## config.mk

```make
export PLATFORM = sky130hd
export DESIGN_NAME = tcc_timer
export DESIGN_NICKNAME = d
export VERILOG_FILES = /design/src/design/tcc_pkg.sv /design/src/design/tcc_timer.sv
export SDC_FILE = /design/constraint.sdc
export NUM_CORES = 1
export LEC_CHECK = 0
export ABC_CLOCK_PERIOD_IN_PS = 3300
export BUFFER_PORTS_ARGS = -buffer_cell sky130_fd_sc_hd__buf_2
export CORE_MARGIN = 2
export CORE_UTILIZATION = 54
export CTS_CLUSTER_DIAMETER = 200
export DETAILED_ROUTE_END_ITERATION = 8
export PLACE_DENSITY_LB_ADDON = 0.2
export SLEW_MARGIN = 10
export SYNTH_ARGS = -nofsm -noshare
export SYNTH_HDL_FRONTEND = slang
export SYNTH_SLANG_ARGS = --single-unit
export TNS_END_PERCENT = 20
```

## constraint.sdc

```tcl
create_clock -name core_clk -period 3.3 [get_ports core_clk]
set_input_delay 0.33 -clock core_clk [delete_from_list [all_inputs] [get_ports core_clk]]
set_output_delay 0.33 -clock core_clk [all_outputs]
set_load 0.05 [all_outputs]
```

## src/design/tcc_pkg.sv

```systemverilog
// Package with register map, field positions and timing for the capture/compare timer
package tcc_pkg;
    // Register byte offsets
    localparam logic [7:0] TCC_CTRL_OFS    = 8'h00;
    localparam logic [7:0] TCC_COUNT_OFS   = 8'h04;
    localparam logic [7:0] TCC_MODLIM_OFS  = 8'h08;
    localparam logic [7:0] TCC_CH0CTL_OFS  = 8'h0C;
    localparam logic [7:0] TCC_CH0VAL_OFS  = 8'h10;
    localparam logic [7:0] TCC_CH1CTL_OFS  = 8'h14;
    localparam logic [7:0] TCC_CH1VAL_OFS  = 8'h18;
    localparam logic [7:0] TCC_STAT_OFS    = 8'h1C;
    // Control register fields
    localparam int TCC_PS_LSB    = 0;
    localparam int TCC_PS_W      = 3;
    localparam int TCC_EXTCLK_B  = 3;
    localparam int TCC_MODEN_B   = 4;
    localparam int TCC_HALT_B    = 5;
    localparam int TCC_CLEAR_B   = 6;
    // Channel control fields
    localparam int TCC_CHMODE_B  = 0;
    localparam int TCC_EDGE_LSB  = 1;
    localparam int TCC_ACT_LSB   = 3;
    localparam int TCC_TOV_B     = 5;
    localparam int TCC_CHIE_B    = 6;
    // Status fields (flags write one to clear; bit 3 is the overflow interrupt enable, written plainly)
    localparam int TCC_OVF_B     = 0;
    localparam int TCC_CH0F_B    = 1;
    localparam int TCC_CH1F_B    = 2;
    localparam int TCC_OVIE_B    = 3;
    // Edge select codes
    localparam logic [1:0] TCC_EDGE_RISE = 2'h1;
    localparam logic [1:0] TCC_EDGE_FALL = 2'h2;
    localparam logic [1:0] TCC_EDGE_ANY  = 2'h3;
    // Compare action codes
    localparam logic [1:0] TCC_ACT_NONE   = 2'h0;
    localparam logic [1:0] TCC_ACT_TOGGLE = 2'h1;
    localparam logic [1:0] TCC_ACT_CLEAR  = 2'h2;
    localparam logic [1:0] TCC_ACT_SET    = 2'h3;
    // Reset values
    localparam logic [15:0] TCC_MODLIM_RST = 16'hFFFF;
    localparam logic [15:0] TCC_VAL_RST    = 16'hFFFF;
    localparam logic [6:0]  TCC_CTRL_RST   = 7'h20;
    // Prescale rates are 2**select for selects 0..6; select 7 is unused
    localparam logic [2:0]  TCC_PS_MAX     = 3'h6;
endpackage : tcc_pkg

```

## src/design/tcc_timer.sv

```systemverilog
// Two-channel capture/compare timer with APB register access
//
// Summary of operation
// RULE1: Sixteen-bit up-counter, free-running or modulo, is the reference for channels.
// RULE2: Modulo limit comes from software-written high and low limit bytes; code takes the whole limit in one register write.
// RULE3: Counter readable any time without disturbing the count.
// RULE4: Three-bit prescale select picks seven bus-clock rates; separate bit picks external clock.
// RULE5: External clock must run at most half the bus clock; edges are only counted up to a quarter of the bus clock.
// RULE6: Active capture edge copies counter into channel value register.
// RULE7: Capture edge selectable as rising, falling or either.
// RULE8: Each capture can raise the timer interrupt request.
// RULE9: Channel 0 compare match sets, clears or toggles its pin.
// RULE10: Compare match on either channel can raise an interrupt request.
// RULE11: Channel 0 capture or compare; channel 1 compare only, no pin.
// RULE12: Software must never put channel 1 into capture mode.
// RULE13: Per-channel option inverts channel pin on each overflow; code skips it when a channel 0 compare match falls on the same tick.
// RULE14: Controls to halt and to clear the counter.
// RULE15: Compare value write takes effect at once; passed values miss.
// RULE16: Smaller compare values should be written in the compare interrupt.
// RULE17: Larger compare values should be written in the overflow interrupt.
// RULE18: Overflow condition asserted at end of each overflow period.
// RULE19: Compare condition asserted at the match ending the pulse.
// RULE20: Channel 0 pin and external clock share pads with port pins.
// RULE21: Modulo mode wraps to zero after reaching limit and flags overflow.
// RULE22: Capture and external clock pins synchronised before edge detection.
`timescale 1ns/1ps
`default_nettype none

module tcc_timer
    import tcc_pkg::*;
#(
    parameter int CNT_W = 16
) (
    // Clock and reset
    input  wire logic              core_clk,
    input  wire logic              nrst,
    // APB slave
    input  wire logic              psel,
    input  wire logic              penable,
    input  wire logic              pwrite,
    input  wire logic [7:0]        paddr,
    input  wire logic [31:0]       pwdata,
    output logic                   pready,
    output logic [31:0]            prdata,
    output logic                   pslverr,
    // Shared pads: channel 0 on port_b_bit2, external clock on port_b_bit3
    input  wire logic              channel0PinIn,
    output logic                   channel0PinOut,
    output logic                   channel0PinOeN,
    input  wire logic              extTimerClockPin,
    // Interrupt request
    output logic                   timerIrq
);

    logic [CNT_W-1:0] count_q;
    logic [CNT_W-1:0] modLimit_q;
    logic [6:0]       ctrl_q;
    logic [6:0]       chCtl_q [2];
    logic [CNT_W-1:0] chVal_q [2];
    logic [3:0]       stat_q;
    logic [5:0]       preDiv_q;
    logic [2:0]       pinSync_q;
    logic [2:0]       clkSync_q;
    logic             pinLvl_q;
    logic             clkLvl_q;
    logic             pinState_q;

    logic             wrEn;
    logic             rdEn;
    logic             tick;
    logic             atLimit;
    logic             ovf;
    logic             pinRise;
    logic             pinFall;
    logic             capEvt;
    logic [1:0]       cmpEvt;
    logic [2:0]       psSel;
    logic [5:0]       psMask;

    assign wrEn  = psel & penable & pwrite;
    assign rdEn  = psel & penable & ~pwrite;
    assign psSel = ctrl_q[TCC_PS_LSB +: TCC_PS_W];

    // RULE22: three-stage pin synchronisers
    always_ff @(posedge core_clk or negedge nrst) begin
        if (!nrst) begin
            pinSync_q <= 3'h0;
            clkSync_q <= 3'h0;
        end else begin
            pinSync_q <= {pinSync_q[1:0], channel0PinIn};
            clkSync_q <= {clkSync_q[1:0], extTimerClockPin};
        end
    end

    // RULE22: level accepted once stages two and three agree
    always_ff @(posedge core_clk or negedge nrst) begin
        if (!nrst) begin
            pinLvl_q <= 1'b0;
            clkLvl_q <= 1'b0;
        end else begin
            if (pinSync_q[1] == pinSync_q[2]) begin
                pinLvl_q <= pinSync_q[2];
            end
            if (clkSync_q[1] == clkSync_q[2]) begin
                clkLvl_q <= clkSync_q[2];
            end
        end
    end

    assign pinRise = (pinSync_q[1] == pinSync_q[2]) & pinSync_q[2] & ~pinLvl_q;
    assign pinFall = (pinSync_q[1] == pinSync_q[2]) & ~pinSync_q[2] & pinLvl_q;

    // RULE4: prescaler divider, rate 2**select
    always_ff @(posedge core_clk or negedge nrst) begin
        if (!nrst) begin
            preDiv_q <= 6'h00;
        end else if (ctrl_q[TCC_HALT_B] || ctrl_q[TCC_CLEAR_B]) begin
            preDiv_q <= 6'h00;
        end else begin
            preDiv_q <= preDiv_q + 6'h01;
        end
    end

    always_comb begin
        psMask = 6'h00;
        for (int i = 0; i < 6; i++) begin
            if (i < int'(psSel)) begin
                psMask[i] = 1'b1;
            end
        end
    end

    // RULE4: tick from external clock rise or divided bus clock
    always_comb begin
        if (ctrl_q[TCC_EXTCLK_B]) begin
            // RULE5: one tick per external rise, valid up to a quarter of bus rate (each level held two bus clocks)
            tick = (clkSync_q[1] == clkSync_q[2]) & clkSync_q[2] & ~clkLvl_q;
        end else begin
            tick = ((preDiv_q & psMask) == psMask) && (psSel <= TCC_PS_MAX);
        end
        tick = tick & ~ctrl_q[TCC_HALT_B] & ~ctrl_q[TCC_CLEAR_B];
    end

    // RULE21: limit is modulo value, or all ones when free-running
    assign atLimit = ctrl_q[TCC_MODEN_B] ? (count_q == modLimit_q) : (&count_q);
    assign ovf     = tick & atLimit;

    // RULE1: counter
    always_ff @(posedge core_clk or negedge nrst) begin
        if (!nrst) begin
            count_q <= '0;
        // RULE14: clear control
        end else if (ctrl_q[TCC_CLEAR_B]) begin
            count_q <= '0;
        // RULE21: wrap to zero at limit
        end else if (ovf) begin
            count_q <= '0;
        end else if (tick) begin
            count_q <= count_q + CNT_W'(1);
        end
    end

    // RULE7: rise, fall or either edge
    assign capEvt = ~chCtl_q[0][TCC_CHMODE_B]
                  & ((pinRise & chCtl_q[0][TCC_EDGE_LSB])
                  |  (pinFall & chCtl_q[0][TCC_EDGE_LSB+1]));

    // RULE15: compare against live value so a passed value is missed
    generate
        for (genvar c = 0; c < 2; c++) begin : g_cmp
            assign cmpEvt[c] = (c == 1 || chCtl_q[c][TCC_CHMODE_B])
                             & tick & (count_q == chVal_q[c]);
        end
    endgenerate

    // Control and modulo registers
    always_ff @(posedge core_clk or negedge nrst) begin
        if (!nrst) begin
            ctrl_q     <= TCC_CTRL_RST;
            modLimit_q <= TCC_MODLIM_RST;
        end else if (wrEn && paddr == TCC_CTRL_OFS) begin
            ctrl_q <= pwdata[6:0];
        end else begin
            // Clear is a one-cycle action
            ctrl_q[TCC_CLEAR_B] <= 1'b0;
            // RULE2: whole limit from one register write, no separate bytes
            if (wrEn && paddr == TCC_MODLIM_OFS) begin
                modLimit_q <= pwdata[CNT_W-1:0];
            end
        end
    end

    // Channel registers
    generate
        for (genvar c = 0; c < 2; c++) begin : g_ch
            always_ff @(posedge core_clk or negedge nrst) begin
                if (!nrst) begin
                    chCtl_q[c] <= 7'h00;
                    chVal_q[c] <= TCC_VAL_RST;
                end else begin
                    if (wrEn && paddr == (c == 0 ? TCC_CH0CTL_OFS : TCC_CH1CTL_OFS)) begin
                        // RULE11: channel 1 mode bit forced to compare
                        chCtl_q[c] <= (c == 1) ? (pwdata[6:0] | 7'h01) : pwdata[6:0];
                    end
                    // RULE6: capture wins over a software write
                    if (c == 0 && capEvt) begin
                        chVal_q[c] <= count_q;
                    // RULE15: write replaces compare value at once
                    end else if (wrEn && paddr == (c == 0 ? TCC_CH0VAL_OFS : TCC_CH1VAL_OFS)) begin
                        chVal_q[c] <= pwdata[CNT_W-1:0];
                    end
                end
            end
        end
    endgenerate

    // Status flags: hardware set wins over write-one clear
    always_ff @(posedge core_clk or negedge nrst) begin
        if (!nrst) begin
            stat_q <= 4'h0;
        end else begin
            if (wrEn && paddr == TCC_STAT_OFS) begin
                stat_q[2:0]        <= stat_q[2:0] & ~pwdata[2:0];
                stat_q[TCC_OVIE_B] <= pwdata[TCC_OVIE_B];
            end
            // RULE18: overflow flag at end of period
            if (ovf) begin
                stat_q[TCC_OVF_B] <= 1'b1;
            end
            // RULE8: capture flag
            // RULE19: compare flag at the match ending the pulse
            if (capEvt || cmpEvt[0]) begin
                stat_q[TCC_CH0F_B] <= 1'b1;
            end
            // RULE10: channel 1 compare flag, which raises the interrupt when its enable is set
            if (cmpEvt[1]) begin
                stat_q[TCC_CH1F_B] <= 1'b1;
            end
        end
    end

    // RULE9: channel 0 pin action, compare then overflow toggle
    always_ff @(posedge core_clk or negedge nrst) begin
        if (!nrst) begin
            pinState_q <= 1'b0;
        end else if (chCtl_q[0][TCC_CHMODE_B]) begin
            if (cmpEvt[0]) begin
                case (chCtl_q[0][TCC_ACT_LSB +: 2])
                    TCC_ACT_TOGGLE: pinState_q <= ~pinState_q;
                    TCC_ACT_CLEAR:  pinState_q <= 1'b0;
                    TCC_ACT_SET:    pinState_q <= 1'b1;
                    default:        pinState_q <= pinState_q;
                endcase
            // RULE13: invert pin on overflow
            end else if (ovf && chCtl_q[0][TCC_TOV_B]) begin
                pinState_q <= ~pinState_q;
            end
        end
    end

    // RULE20: pad driven only in compare mode with a compare action or overflow toggle set
    always_ff @(posedge core_clk or negedge nrst) begin
        if (!nrst) begin
            channel0PinOut <= 1'b0;
            channel0PinOeN <= 1'b1;
            timerIrq       <= 1'b0;
        end else begin
            channel0PinOut <= pinState_q;
            channel0PinOeN <= ~(chCtl_q[0][TCC_CHMODE_B]
                           & ((chCtl_q[0][TCC_ACT_LSB +: 2] != TCC_ACT_NONE)
                           |  chCtl_q[0][TCC_TOV_B]));
            timerIrq <= (stat_q[TCC_OVF_B] & stat_q[TCC_OVIE_B])
                      | (stat_q[TCC_CH0F_B] & chCtl_q[0][TCC_CHIE_B])
                      | (stat_q[TCC_CH1F_B] & chCtl_q[1][TCC_CHIE_B]);
        end
    end

    // APB: one wait state, read data registered
    always_ff @(posedge core_clk or negedge nrst) begin
        if (!nrst) begin
            pready  <= 1'b0;
            prdata  <= 32'h0000_0000;
            pslverr <= 1'b0;
        end else begin
            pready  <= psel & penable & ~pready;
            pslverr <= 1'b0;
            if (rdEn && !pready) begin
                case (paddr)
                    TCC_CTRL_OFS:   prdata <= {25'h0, ctrl_q};
                    // RULE3: plain read of live count
                    TCC_COUNT_OFS:  prdata <= {16'h0, count_q};
                    TCC_MODLIM_OFS: prdata <= {16'h0, modLimit_q};
                    TCC_CH0CTL_OFS: prdata <= {25'h0, chCtl_q[0]};
                    TCC_CH0VAL_OFS: prdata <= {16'h0, chVal_q[0]};
                    TCC_CH1CTL_OFS: prdata <= {25'h0, chCtl_q[1]};
                    TCC_CH1VAL_OFS: prdata <= {16'h0, chVal_q[1]};
                    TCC_STAT_OFS:   prdata <= {28'h0, stat_q};
                    default:        prdata <= 32'h0000_0000;
                endcase
            end
        end
    end

endmodule : tcc_timer

`default_nettype wire
```

# After elaboration in Yosys (flattened, before gate mapping)
# Index checks and enable logic that the tools add are counted.
dict set report word_totals {
  latchBits 0
  mem_bits_rw 0
  wordCells 137
  output_inout_bits 37
  romBits 0
  register_bits 140
  memories 0
}
dict set report classes {
  div_mod_pow 0
  bitwise 41
  n_eq_ne 17
  magnitude_cmp 7
  n_addsub 2
  shift 0
  reduce_logical 24
  n_mux 23
  n_mul 0
}
# cell n
set ops {}
lappend ops {{16-bit one-hot mux with 8 select lines} 1}
lappend ops {{16-bit 2-to-1 mux} 5}
lappend ops {{16-bit equality test} 3}
lappend ops {{8-bit by 5-bit equality test with 1-bit output (second input constant)} 4}
lappend ops {{1-bit AND} 23}
lappend ops {{16-bit by 1-bit adder with 16-bit output (second input constant)} 1}
lappend ops {{8-bit by 4-bit equality test with 1-bit output (second input constant)} 2}
lappend ops {{16-bit AND reduction} 1}
lappend ops {{1-bit 2-to-1 mux} 14}
lappend ops {{2-bit nonzero test} 6}
lappend ops {{1-bit inverter} 11}
lappend ops {{1-bit logical AND} 10}
lappend ops {{8-bit by 3-bit equality test with 1-bit output (second input constant)} 1}
lappend ops {{8-bit zero test} 1}
lappend ops {{6-bit by 1-bit adder with 6-bit output (second input constant)} 1}
lappend ops {{6-bit AND} 1}
lappend ops {{6-bit equality test} 1}
lappend ops {{1-bit by 3-bit < comparator with 1-bit output (first input constant)} 2}
lappend ops {{2-bit by 3-bit < comparator with 1-bit output (first input constant)} 2}
lappend ops {{3-bit < comparator (first input constant)} 2}
lappend ops {{6-bit 2-to-1 mux} 1}
lappend ops {{2-bit equality test (second input constant)} 2}
lappend ops {{4-bit by 1-bit != test with 1-bit output (second input constant)} 1}
lappend ops {{1-bit OR} 4}
lappend ops {{12 further kinds} 14}

# Longest topological paths before layout
# Gate-level depths: netlist (run 1).
dict set report logic_depth {
  depth_word 12
  mapped_depth 10
}

# Worst setup path after synthesis (run 1)
# No wires, ideal clock.
dict set report synth_timing {
  path_type {input to register}
  startpoint {input paddr[0]}
  endpoint {register chVal_q[22] in the netlist's numbering}
  t_arrival_ps 2062
  setup_ps 79
  n_path_buf 2
  required_time_ps 3221
  cell_stages 8
  slack_ps 1159
  cell_sequence {or4_1 > or3_1 > buf_4 > nor2_8 > nand2_2 > buf_4 > mux2i_1 > o21ai_0}
}
dict set report synth_via {
  elab_chain_len 3
}
# item line
set synth_lines {}
lappend synth_lines {{start, declared} tcc_timer.sv:41} ;# input wire logic [7:0] paddr,
lappend synth_lines {{8-bit by 5-bit equality test with 1-bit output} tcc_timer.sv:209} ;# end else if (wrEn && paddr == (c == 0 ? TCC_CH0VAL_OFS : TCC_CH1VAL_OFS)) begin
lappend synth_lines {{1-bit logical AND} tcc_timer.sv:209}
lappend synth_lines {{2-bit nonzero test (no line)} n/a}
lappend synth_lines {{end signal, assigned by index} tcc_timer.sv:207} ;# chVal_q[c] <= count_q;
lappend synth_lines {{end signal, assigned by index} tcc_timer.sv:210} ;# chVal_q[c] <= pwdata[CNT_W-1:0];
lappend synth_lines {{end, declared} tcc_timer.sv:59} ;# logic [CNT_W-1:0] chVal_q [2];
# No other way between the ends.
# A chain may end at the register's enable or synchronous reset.

# Worst setup path after layout (run 1)
dict set report layout_timing {
  startpoint {register count_q[1]}
  endpoint {register count_q[10]}
}
dict set report layout_via {
  elab_chain_len 5
  elab_cells_between_ends 9
  cone_classes {add/sub: 1; eq/ne: 1; mux: 4; bitwise: 1; reduce/logical: 2}
}
# item line
set layout_lines {}
lappend layout_lines {{start, declared} tcc_timer.sv:55} ;# logic [CNT_W-1:0] count_q;
lappend layout_lines {{start signal, assigned} tcc_timer.sv:159} ;# count_q <= count_q + CNT_W'(1);
lappend layout_lines {{parallel branches: the longest is 5 deep, another holds 16-bit by 1-bit adder with 16-bit output} n/a}
# Parallel ways; which one is timed is not known. The select of a mux whose other input is x is not followed.

==> results.sh, run 1 <==
export IMPL_outcome="finished clean"
export IMPL_slowest_delay_ns=0.51
export IMPL_grt_max_degree=78
export IMPL_setup_tns_ns=0
export IMPL_syn_area_sq_um=6720
export IMPL_die_w_um=116
export IMPL_root_buffer="clkbuf_16"
export IMPL_htreeDepth=4
export IMPL_dp_hpwl_um=11300
export IMPL_switchingPower_uw=1250
export IMPL_cts_buffers=17
export IMPL_final_cell_mix="74 x dfrtp_1, 66 x mux2_2, 57 x nand2_1, 50 x o21ai_0, 50 x dfstp_2"
export IMPL_ff2ff_setup_slack_ns=0.67
export IMPL_clock_skew_final_ns=0.0109
export IMPL_fin_crit_sh=0.797
export IMPL_syn_avg_cell_area_sq_um=10.7
export IMPL_dominantRegCellSynth="dfrtp_1"
export IMPL_cp_required_ns=3.60
export IMPL_cts_resized=0
export IMPL_clkTransAtPathRegs_ns=0.05
export IMPL_viasPerCell=5.83
export IMPL_final_area_sq_um=7660
export IMPL_hold_viol=0
export IMPL_clk_latency_ns=0.43
export IMPL_final_nets=721
export IMPL_ys_seq_elements=124
export IMPL_clkPwrFrac=0.416
export IMPL_antenna_found_initial=0
export IMPL_die_h_um=116
export IMPL_peakVddDrop_mv=0.366
export IMPL_vias=4947
export IMPL_dieArea_sq_um=13400
export IMPL_p_total_uw=4460
export IMPL_async_reset_ff_frac=1.00
export IMPL_setup_viol=0
export IMPL_cts_sinks=124
export IMPL_drc=0
export IMPL_first_pass_iters=7
export IMPL_fin_hold_ws_ns=0.172
export IMPL_numPortBuffers=50
export IMPL_start_util=0.557
export IMPL_timing_rr_start="count_q[1]$_DFFE_PN0P_"
export IMPL_p_leak_uw=0.00357
export IMPL_rsz0062_at_grt="false"
export IMPL_post_cts_buffers=0
export IMPL_power_density_nw_per_um2=582
export IMPL_cp_common_cell="buf_4"
export IMPL_tightest_slew_ns=0.686
export IMPL_synthCells=626
export IMPL_fin_util=0.635
export IMPL_first_iter_violations=404
export IMPL_track_usage=0.264
export IMPL_worstHoldEndpoint="chVal_q[13]$_DFFE_PN1P_"
export IMPL_fp_row_count=40
export IMPL_finalMaxSlewViolations=0
export IMPL_ys_warn_count=0
export IMPL_layout_cells_most_common="dfrtp_1"
export IMPL_area_growth_pct=14.0
export IMPL_swShare=0.281
export IMPL_maxCapViolations=0
export IMPL_synth_edf_count=0
export IMPL_arrival_ns=2.93
export IMPL_wire_per_inst_um=19.1
export IMPL_maxSlewHeadroom=0.543
export IMPL_clk_path_buf_depth=2
export IMPL_antenna_left=0
export IMPL_coreArea_sq_um=12100
export IMPL_cts_tree="yes"
export IMPL_holdCritStartpoint="pwdata[13]"
export IMPL_critPathMaxFanout=22
export IMPL_grt_pass1_vias=4937
export IMPL_seqPwrFrac=0.419
export IMPL_drt_wl_total_um=16200
export IMPL_path_cells="xor2_1 -> nor4_1 -> nand3_1 -> o21ai_0 -> buf_4 -> nor2_1 -> buf_4 -> and3_1 -> a221o_1"
export IMPL_seq_area_frac_synth=0.471
export IMPL_layout_drive_gt1_share=0.329
export IMPL_ios=84
export IMPL_cp_start_kind="register"
export IMPL_n_antenna_cell=0
export IMPL_critPathKind="reg2reg"
export IMPL_r2r_end="count_q[10]$_DFFE_PN0P_"
export IMPL_crit_slowest_cell="dfrtp_1"
export IMPL_placed_cell_area_sq_um=7040
export IMPL_hold_path_class="in2reg"
export IMPL_globalplace_congestion=0.877
export IMPL_combPwrFrac=0.165
export IMPL_overflow=0
export IMPL_critPathCaptureType="register"
export IMPL_min_path_cells=2
export IMPL_internal_power_uw=3210
export IMPL_r2r_cells=9
export IMPL_grt_pass1_wl_um=26500
export IMPL_yosysUniqueCellTypes=49
export IMPL_fmax_mhz=380
export IMPL_fillers=957
export IMPL_fin_crit_ns=2.63
==> power groups by stage <==
| stage | registers [uW] | clock network (uW) | logic (uW) |
|---|---|---|---|
| after floorplan | 1780 | 0 | 608 |
| after global placement | 1870 | 0 | 700 |
| after detailed placement | 1880 | 0 | 726 |
| after CTS | 1860 | 1880 | 736 |
| after global routing | 1890 | 1950 | 812 |
| final | 1870 | 1860 | 735 |
==> flip-flops by register name, indices dropped and copies added, names as in the netlist, 3 cells and up <==
signal / cells
chCtl_q: 14
chVal_q: 32
clkSync_q: 3
count_q: 16
ctrl_q: 7
modLimit_q: 16
pinSync_q: 3
prdata: 16
preDiv_q: 6
stat_q: 4
==> cell families after synthesis <==
group           count (synthesis)  share of synthesized area
xor+xnor                       52                     0.0677
buf+inv                        76                     0.0560
simple gates                  169                      0.126
mux                            99                      0.178
compound gates                 98                     0.0877
other cells                     1                   0.000558
flops                         124                      0.471
fa+ha+maj                       7                     0.0130
==> critical path: cells and delay by family (launching register included) <==
kind	cells	cell delay, ns
xor gates and xnor gates	1	0.25
DFF	1	0.51
buffers and inverters	2	0.46
AOI/OAI and AO/OA	2	0.45
and+or+nand+nor	4	0.83
==> how the worst max path moves through the flow <==
stage	start	end	slack, ns	depth (start not counted)
CTS	count_q[7]$_DFFE_PN0P_	count_q[9]$_DFFE_PN0P_	0.75	9
detailed placement	paddr[0]	modLimit_q[12]$_DFFE_PN1P_	0.73	6
floorplan	paddr[0]	chVal_q[22]$_DFFE_PN1P_	1.16	8
global route	count_q[7]$_DFFE_PN0P_	count_q[10]$_DFFE_PN0P_	0.47	9
finish	count_q[1]$_DFFE_PN0P_	count_q[10]$_DFFE_PN0P_	0.67	9
global placement	paddr[0]	modLimit_q[3]$_DFFE_PN1P_	0.75	6
==> through the flow <==
step                cells  setup slack [ns]
floorplan             642              1.16
global placement      813             0.752
detailed placement    813             0.732
CTS                   847             0.747
global route          848             0.470
finish                848             0.670
==> cell usage after synthesis, types with 4 or more instances <==
library cell / count / area share
nand3b_1: 4 / 0.0045
a22oi_1: 11 / 0.012
dfstp_2: 50 / 0.20
a21oi_1: 15 / 0.011
nand2_1: 57 / 0.032
xnor2_1: 32 / 0.042
inv_1: 16 / 0.0089
nand3_1: 13 / 0.0097
nor4_1: 5 / 0.0047
and3_1: 14 / 0.013
nand4_1: 14 / 0.013
or3_1: 4 / 0.0037
a221o_1: 4 / 0.0060
xor2_1: 20 / 0.026
mux2i_1: 23 / 0.034
mux2_2: 66 / 0.11
buf_4: 19 / 0.021
dfrtp_1: 74 / 0.28
o21ai_0: 50 / 0.037
mux4_2: 10 / 0.034
clkbuf_1: 31 / 0.017
buf_2: 4 / 0.0030
buf_1: 4 / 0.0022
ha_1: 7 / 0.013
nor3_1: 11 / 0.0082
nor2_1: 31 / 0.017
==> per-layer routing <==
layer / GRT usage / routed length [um] / vias to the layer above
met1: 0.355 / 7190 / 2456
met3: 0.0795 / 1140 / 19
met2: 0.416 / 7680 / 207
met5: 0 / 0 / -
met4: 0.0779 / 228 / 0
li1: - / - / 2265
==> timing repair <==
action                                 4_1_cts  5_1_grt
hold buffers                                 2        1
endpoints found under the hold margin       39        1
setup endpoints to repair                    0        0
==> layout make-up <==
| class | count | area, sq um | share of cell area |
|---|---|---|---|
| clock inverters | 6 | 82.6 | 0.0108 |
| well taps | 168 | 210 | 0.0274 |
| flip-flops and latches | 124 | 3170 | 0.413 |
| inverters | 16 | 60.1 | 0.00784 |
| multi-input cells | 442 | 3240 | 0.423 |
| clock buffers | 26 | 509 | 0.0664 |
| repair buffers | 66 | 393 | 0.0513 |
(Power assumes the default switching activity.)
==> run 2: changes to the inputs <==
--- a/config.mk
+++ b/config.mk
@@ -5,10 +5,10 @@
 export SDC_FILE = /design/constraint.sdc
 export NUM_CORES = 1
 export LEC_CHECK = 0
-export ABC_CLOCK_PERIOD_IN_PS = 3300
+export ABC_CLOCK_PERIOD_IN_PS = 2150
 export BUFFER_PORTS_ARGS = -buffer_cell sky130_fd_sc_hd__buf_2
 export CORE_MARGIN = 2
-export CORE_UTILIZATION = 54
+export CORE_UTILIZATION = 53
 export CTS_CLUSTER_DIAMETER = 200
 export DETAILED_ROUTE_END_ITERATION = 8
 export PLACE_DENSITY_LB_ADDON = 0.2
==> constraint.sdc (replaced) <==
create_clock -name core_clk -period 2.15 [get_ports core_clk]
set_input_delay 0.215 -clock core_clk [delete_from_list [all_inputs] [get_ports core_clk]]
set_output_delay 0.215 -clock core_clk [all_outputs]
set_load 0.05 [all_outputs]
==> run 2 against run 1 <==
Compared with the run above:
- die area up 1.8%
- critical path depth down 1
- worst setup slack worse by 0.64 ns
- sequential power up 47%
- via count up 7.1%
- cell area up 9.5%
- global-route usage up 1.7 points
- largest power group is now clock
- highest routed layer unchanged
==> results.sh, run 2 (synthesis results as in run 1) <==
export IMPL_clk_latency_ns=0.42
export IMPL_slowest_delay_ns=0.38
export IMPL_cp_required_ns=2.45
export IMPL_fin_crit_sh=0.985
export IMPL_r2r_cells=8
export IMPL_ff2ff_setup_slack_ns=0.03
export IMPL_wire_per_inst_um=19.5
export IMPL_p_leak_uw=0.00400
export IMPL_worstHoldEndpoint="chVal_q[10]$_DFFE_PN1P_"
export IMPL_viasPerCell=5.74
export IMPL_critPathKind="reg2reg"
export IMPL_power_density_nw_per_um2=884
export IMPL_layout_cells_most_common="buf_4"
export IMPL_final_nets=792
export IMPL_fillers=997
export IMPL_die_w_um=117
export IMPL_holdCritStartpoint="pwdata[10]"
export IMPL_antenna_found_initial=0
export IMPL_peakVddDrop_mv=0.486
export IMPL_cts_buffers=17
export IMPL_maxSlewHeadroom=0.565
export IMPL_dr_wl_met2_um=8490
export IMPL_grt_max_degree=48
export IMPL_final_cell_mix="76 x buf_4, 74 x dfrtp_1, 66 x mux2_2, 57 x nand2_1, 50 x dfstp_2"
export IMPL_coreArea_sq_um=12500
export IMPL_globalplace_congestion=0.919
export IMPL_timing_rr_start="count_q[1]$_DFFE_PN0P_"
export IMPL_htreeDepth=4
export IMPL_largest_register="chVal_q"
export IMPL_dp_cells=883
export IMPL_outcome="finished clean"
export IMPL_cts_sinks=124
export IMPL_numPortBuffers=50
export IMPL_path_cells="buf_4 -> xor2_1 -> nor4_2 -> nand3_1 -> o21ai_4 -> nor2_2 -> buf_4 -> a221o_1"
export IMPL_start_util=0.537
export IMPL_area_growth_pct=24.8
export IMPL_clock_skew_final_ns=0.00678
export IMPL_drc=0
export IMPL_die_h_um=117
export IMPL_grt_pass1_wl_um=28400
export IMPL_root_buffer="clkbuf_16"
export IMPL_first_pass_iters=6
export IMPL_fmax_mhz=472
export IMPL_finalMaxSlewViolations=0
export IMPL_clk_path_buf_depth=2
export IMPL_stdcell_count=923
export IMPL_arrival_ns=2.41
export IMPL_overflow=0
export IMPL_vias=5299
export IMPL_cp_common_cell="buf_4"
export IMPL_grt_pass1_vias=5145
export IMPL_antenna_left=0
export IMPL_cts_tree="yes"
export IMPL_wl_met3_um=1520
export IMPL_min_path_cells=2
export IMPL_critPathCaptureType="register"
export IMPL_layout_drive_gt1_share=0.407
export IMPL_critPathMaxFanout=7
export IMPL_first_iter_violations=546
export IMPL_setup_viol=0
export IMPL_dieArea_sq_um=13600
export IMPL_track_usage=0.281
export IMPL_setup_tns_ns=0
export IMPL_tightest_slew_ns=0.652
export IMPL_hold_path_class="in2reg"
export IMPL_cp_start_kind="register"
export IMPL_fin_crit_ns=2.12
export IMPL_largest_register_ffs=32
export IMPL_drt_wl_total_um=18000
export IMPL_clkTransAtPathRegs_ns=0.06
export IMPL_maxCapViolations=0
export IMPL_r2r_end="count_q[14]$_DFFE_PN0P_"
export IMPL_highest_layer="met4"
export IMPL_ios=84
export IMPL_n_antenna_cell=0
export IMPL_hold_viol=0
export IMPL_wl_met1_um=7740
export IMPL_fp_row_count=41
export IMPL_rsz0062_at_grt="true"
export IMPL_crit_slowest_cell="dfrtp_1"
export IMPL_dp_hpwl_um=12800
run 2: cell types whose count changed in the layout (fill, tap and decap cells not counted), sizes merged:
| cell | previous run | this run |
|---|---|---|
| clkinvlp | 1 | 0 |
| nor2 | 32 | 33 |
| clkinv | 3 | 2 |
| buf | 63 | 133 |
| bufinv | 2 | 4 |
run 2: timing repair:
action / CTS / global route
hold endpoints to repair: 25 / 0
setup buffers: 0 / 4
endpoints found under the setup margin: 16 / 16
pin swaps: 0 / 9
gates resized for setup: 5 / 11
hold buffers: 3 / 0
cloned: 0 / 1
run 2: report_power, final:
part / total, uW / switching, uW / leakage [uW] / internal (uW)
registers: 2750 / 176 / 0.00150 / 2570
clock network: 3130 / 1010 / 0.000321 / 2120
logic: 1540 / 833 / 0.00218 / 706
total: 7420 / 2020 / 0.00400 / 5400
run 2: through the flow:
step	worst slack [ns]	hold slack (ns)	util	instance area (sq um)	power, uW
floorplan	0.0929	-0.0806	-	6780	3670
global placement	-0.196	0.213	0.608	7610	4200
detailed placement	-0.292	0.221	0.608	7610	4240
CTS	0.00398	0.0521	0.663	8300	7410
global route	-0.0191	0.0536	0.670	8390	7710
finish	0.0319	0.0600	0.670	8390	7420
run 2: final cells by class:
| cell class | instances | area (sq um) | share of cell area |
|---|---|---|---|
| well taps | 172 | 215 | 0.0256 |
| repair buffers | 136 | 988 | 0.118 |
| flip-flops and latches | 124 | 3170 | 0.377 |
| inverters | 16 | 60.1 | 0.00716 |
| multi-input cells | 443 | 3310 | 0.395 |
| clock buffers | 26 | 519 | 0.0619 |
| clock inverters | 6 | 130 | 0.0155 |
run 2: worst max-delay path by stage:
stage	startpoint	end	slack [ns]
2_1_floorplan	count_q[0]$_DFFE_PN0P_	count_q[14]$_DFFE_PN0P_	0.09
5_1_grt	modLimit_q[6]$_DFFE_PN1P_	count_q[14]$_DFFE_PN0P_	-0.02
3_3_place_gp	count_q[0]$_DFFE_PN0P_	count_q[15]$_DFFE_PN0P_	-0.20
6_report	count_q[1]$_DFFE_PN0P_	count_q[14]$_DFFE_PN0P_	0.03
3_5_place_dp	count_q[0]$_DFFE_PN0P_	count_q[15]$_DFFE_PN0P_	-0.29
4_1_cts	preDiv_q[3]$_DFF_PN0_	count_q[11]$_DFFE_PN0P_	0.004
run 2: critical path, delay by kind of cell (launching register included):
| family | cells | cell delay, ns |
|---|---|---|
| AOI/OAI and AO/OA | 2 | 0.54 |
| DFF | 1 | 0.38 |
| and+or+nand+nor | 3 | 0.55 |
| xor gates and xnor gates | 1 | 0.18 |
| buffers and inverters | 2 | 0.34 |
run 2: layer usage:
layer  global-route usage  up-vias
li1                     -     2407
met1                0.394     2621
met2                0.445      246
met3               0.0643       25
met4               0.0737        0
met5                    0        -
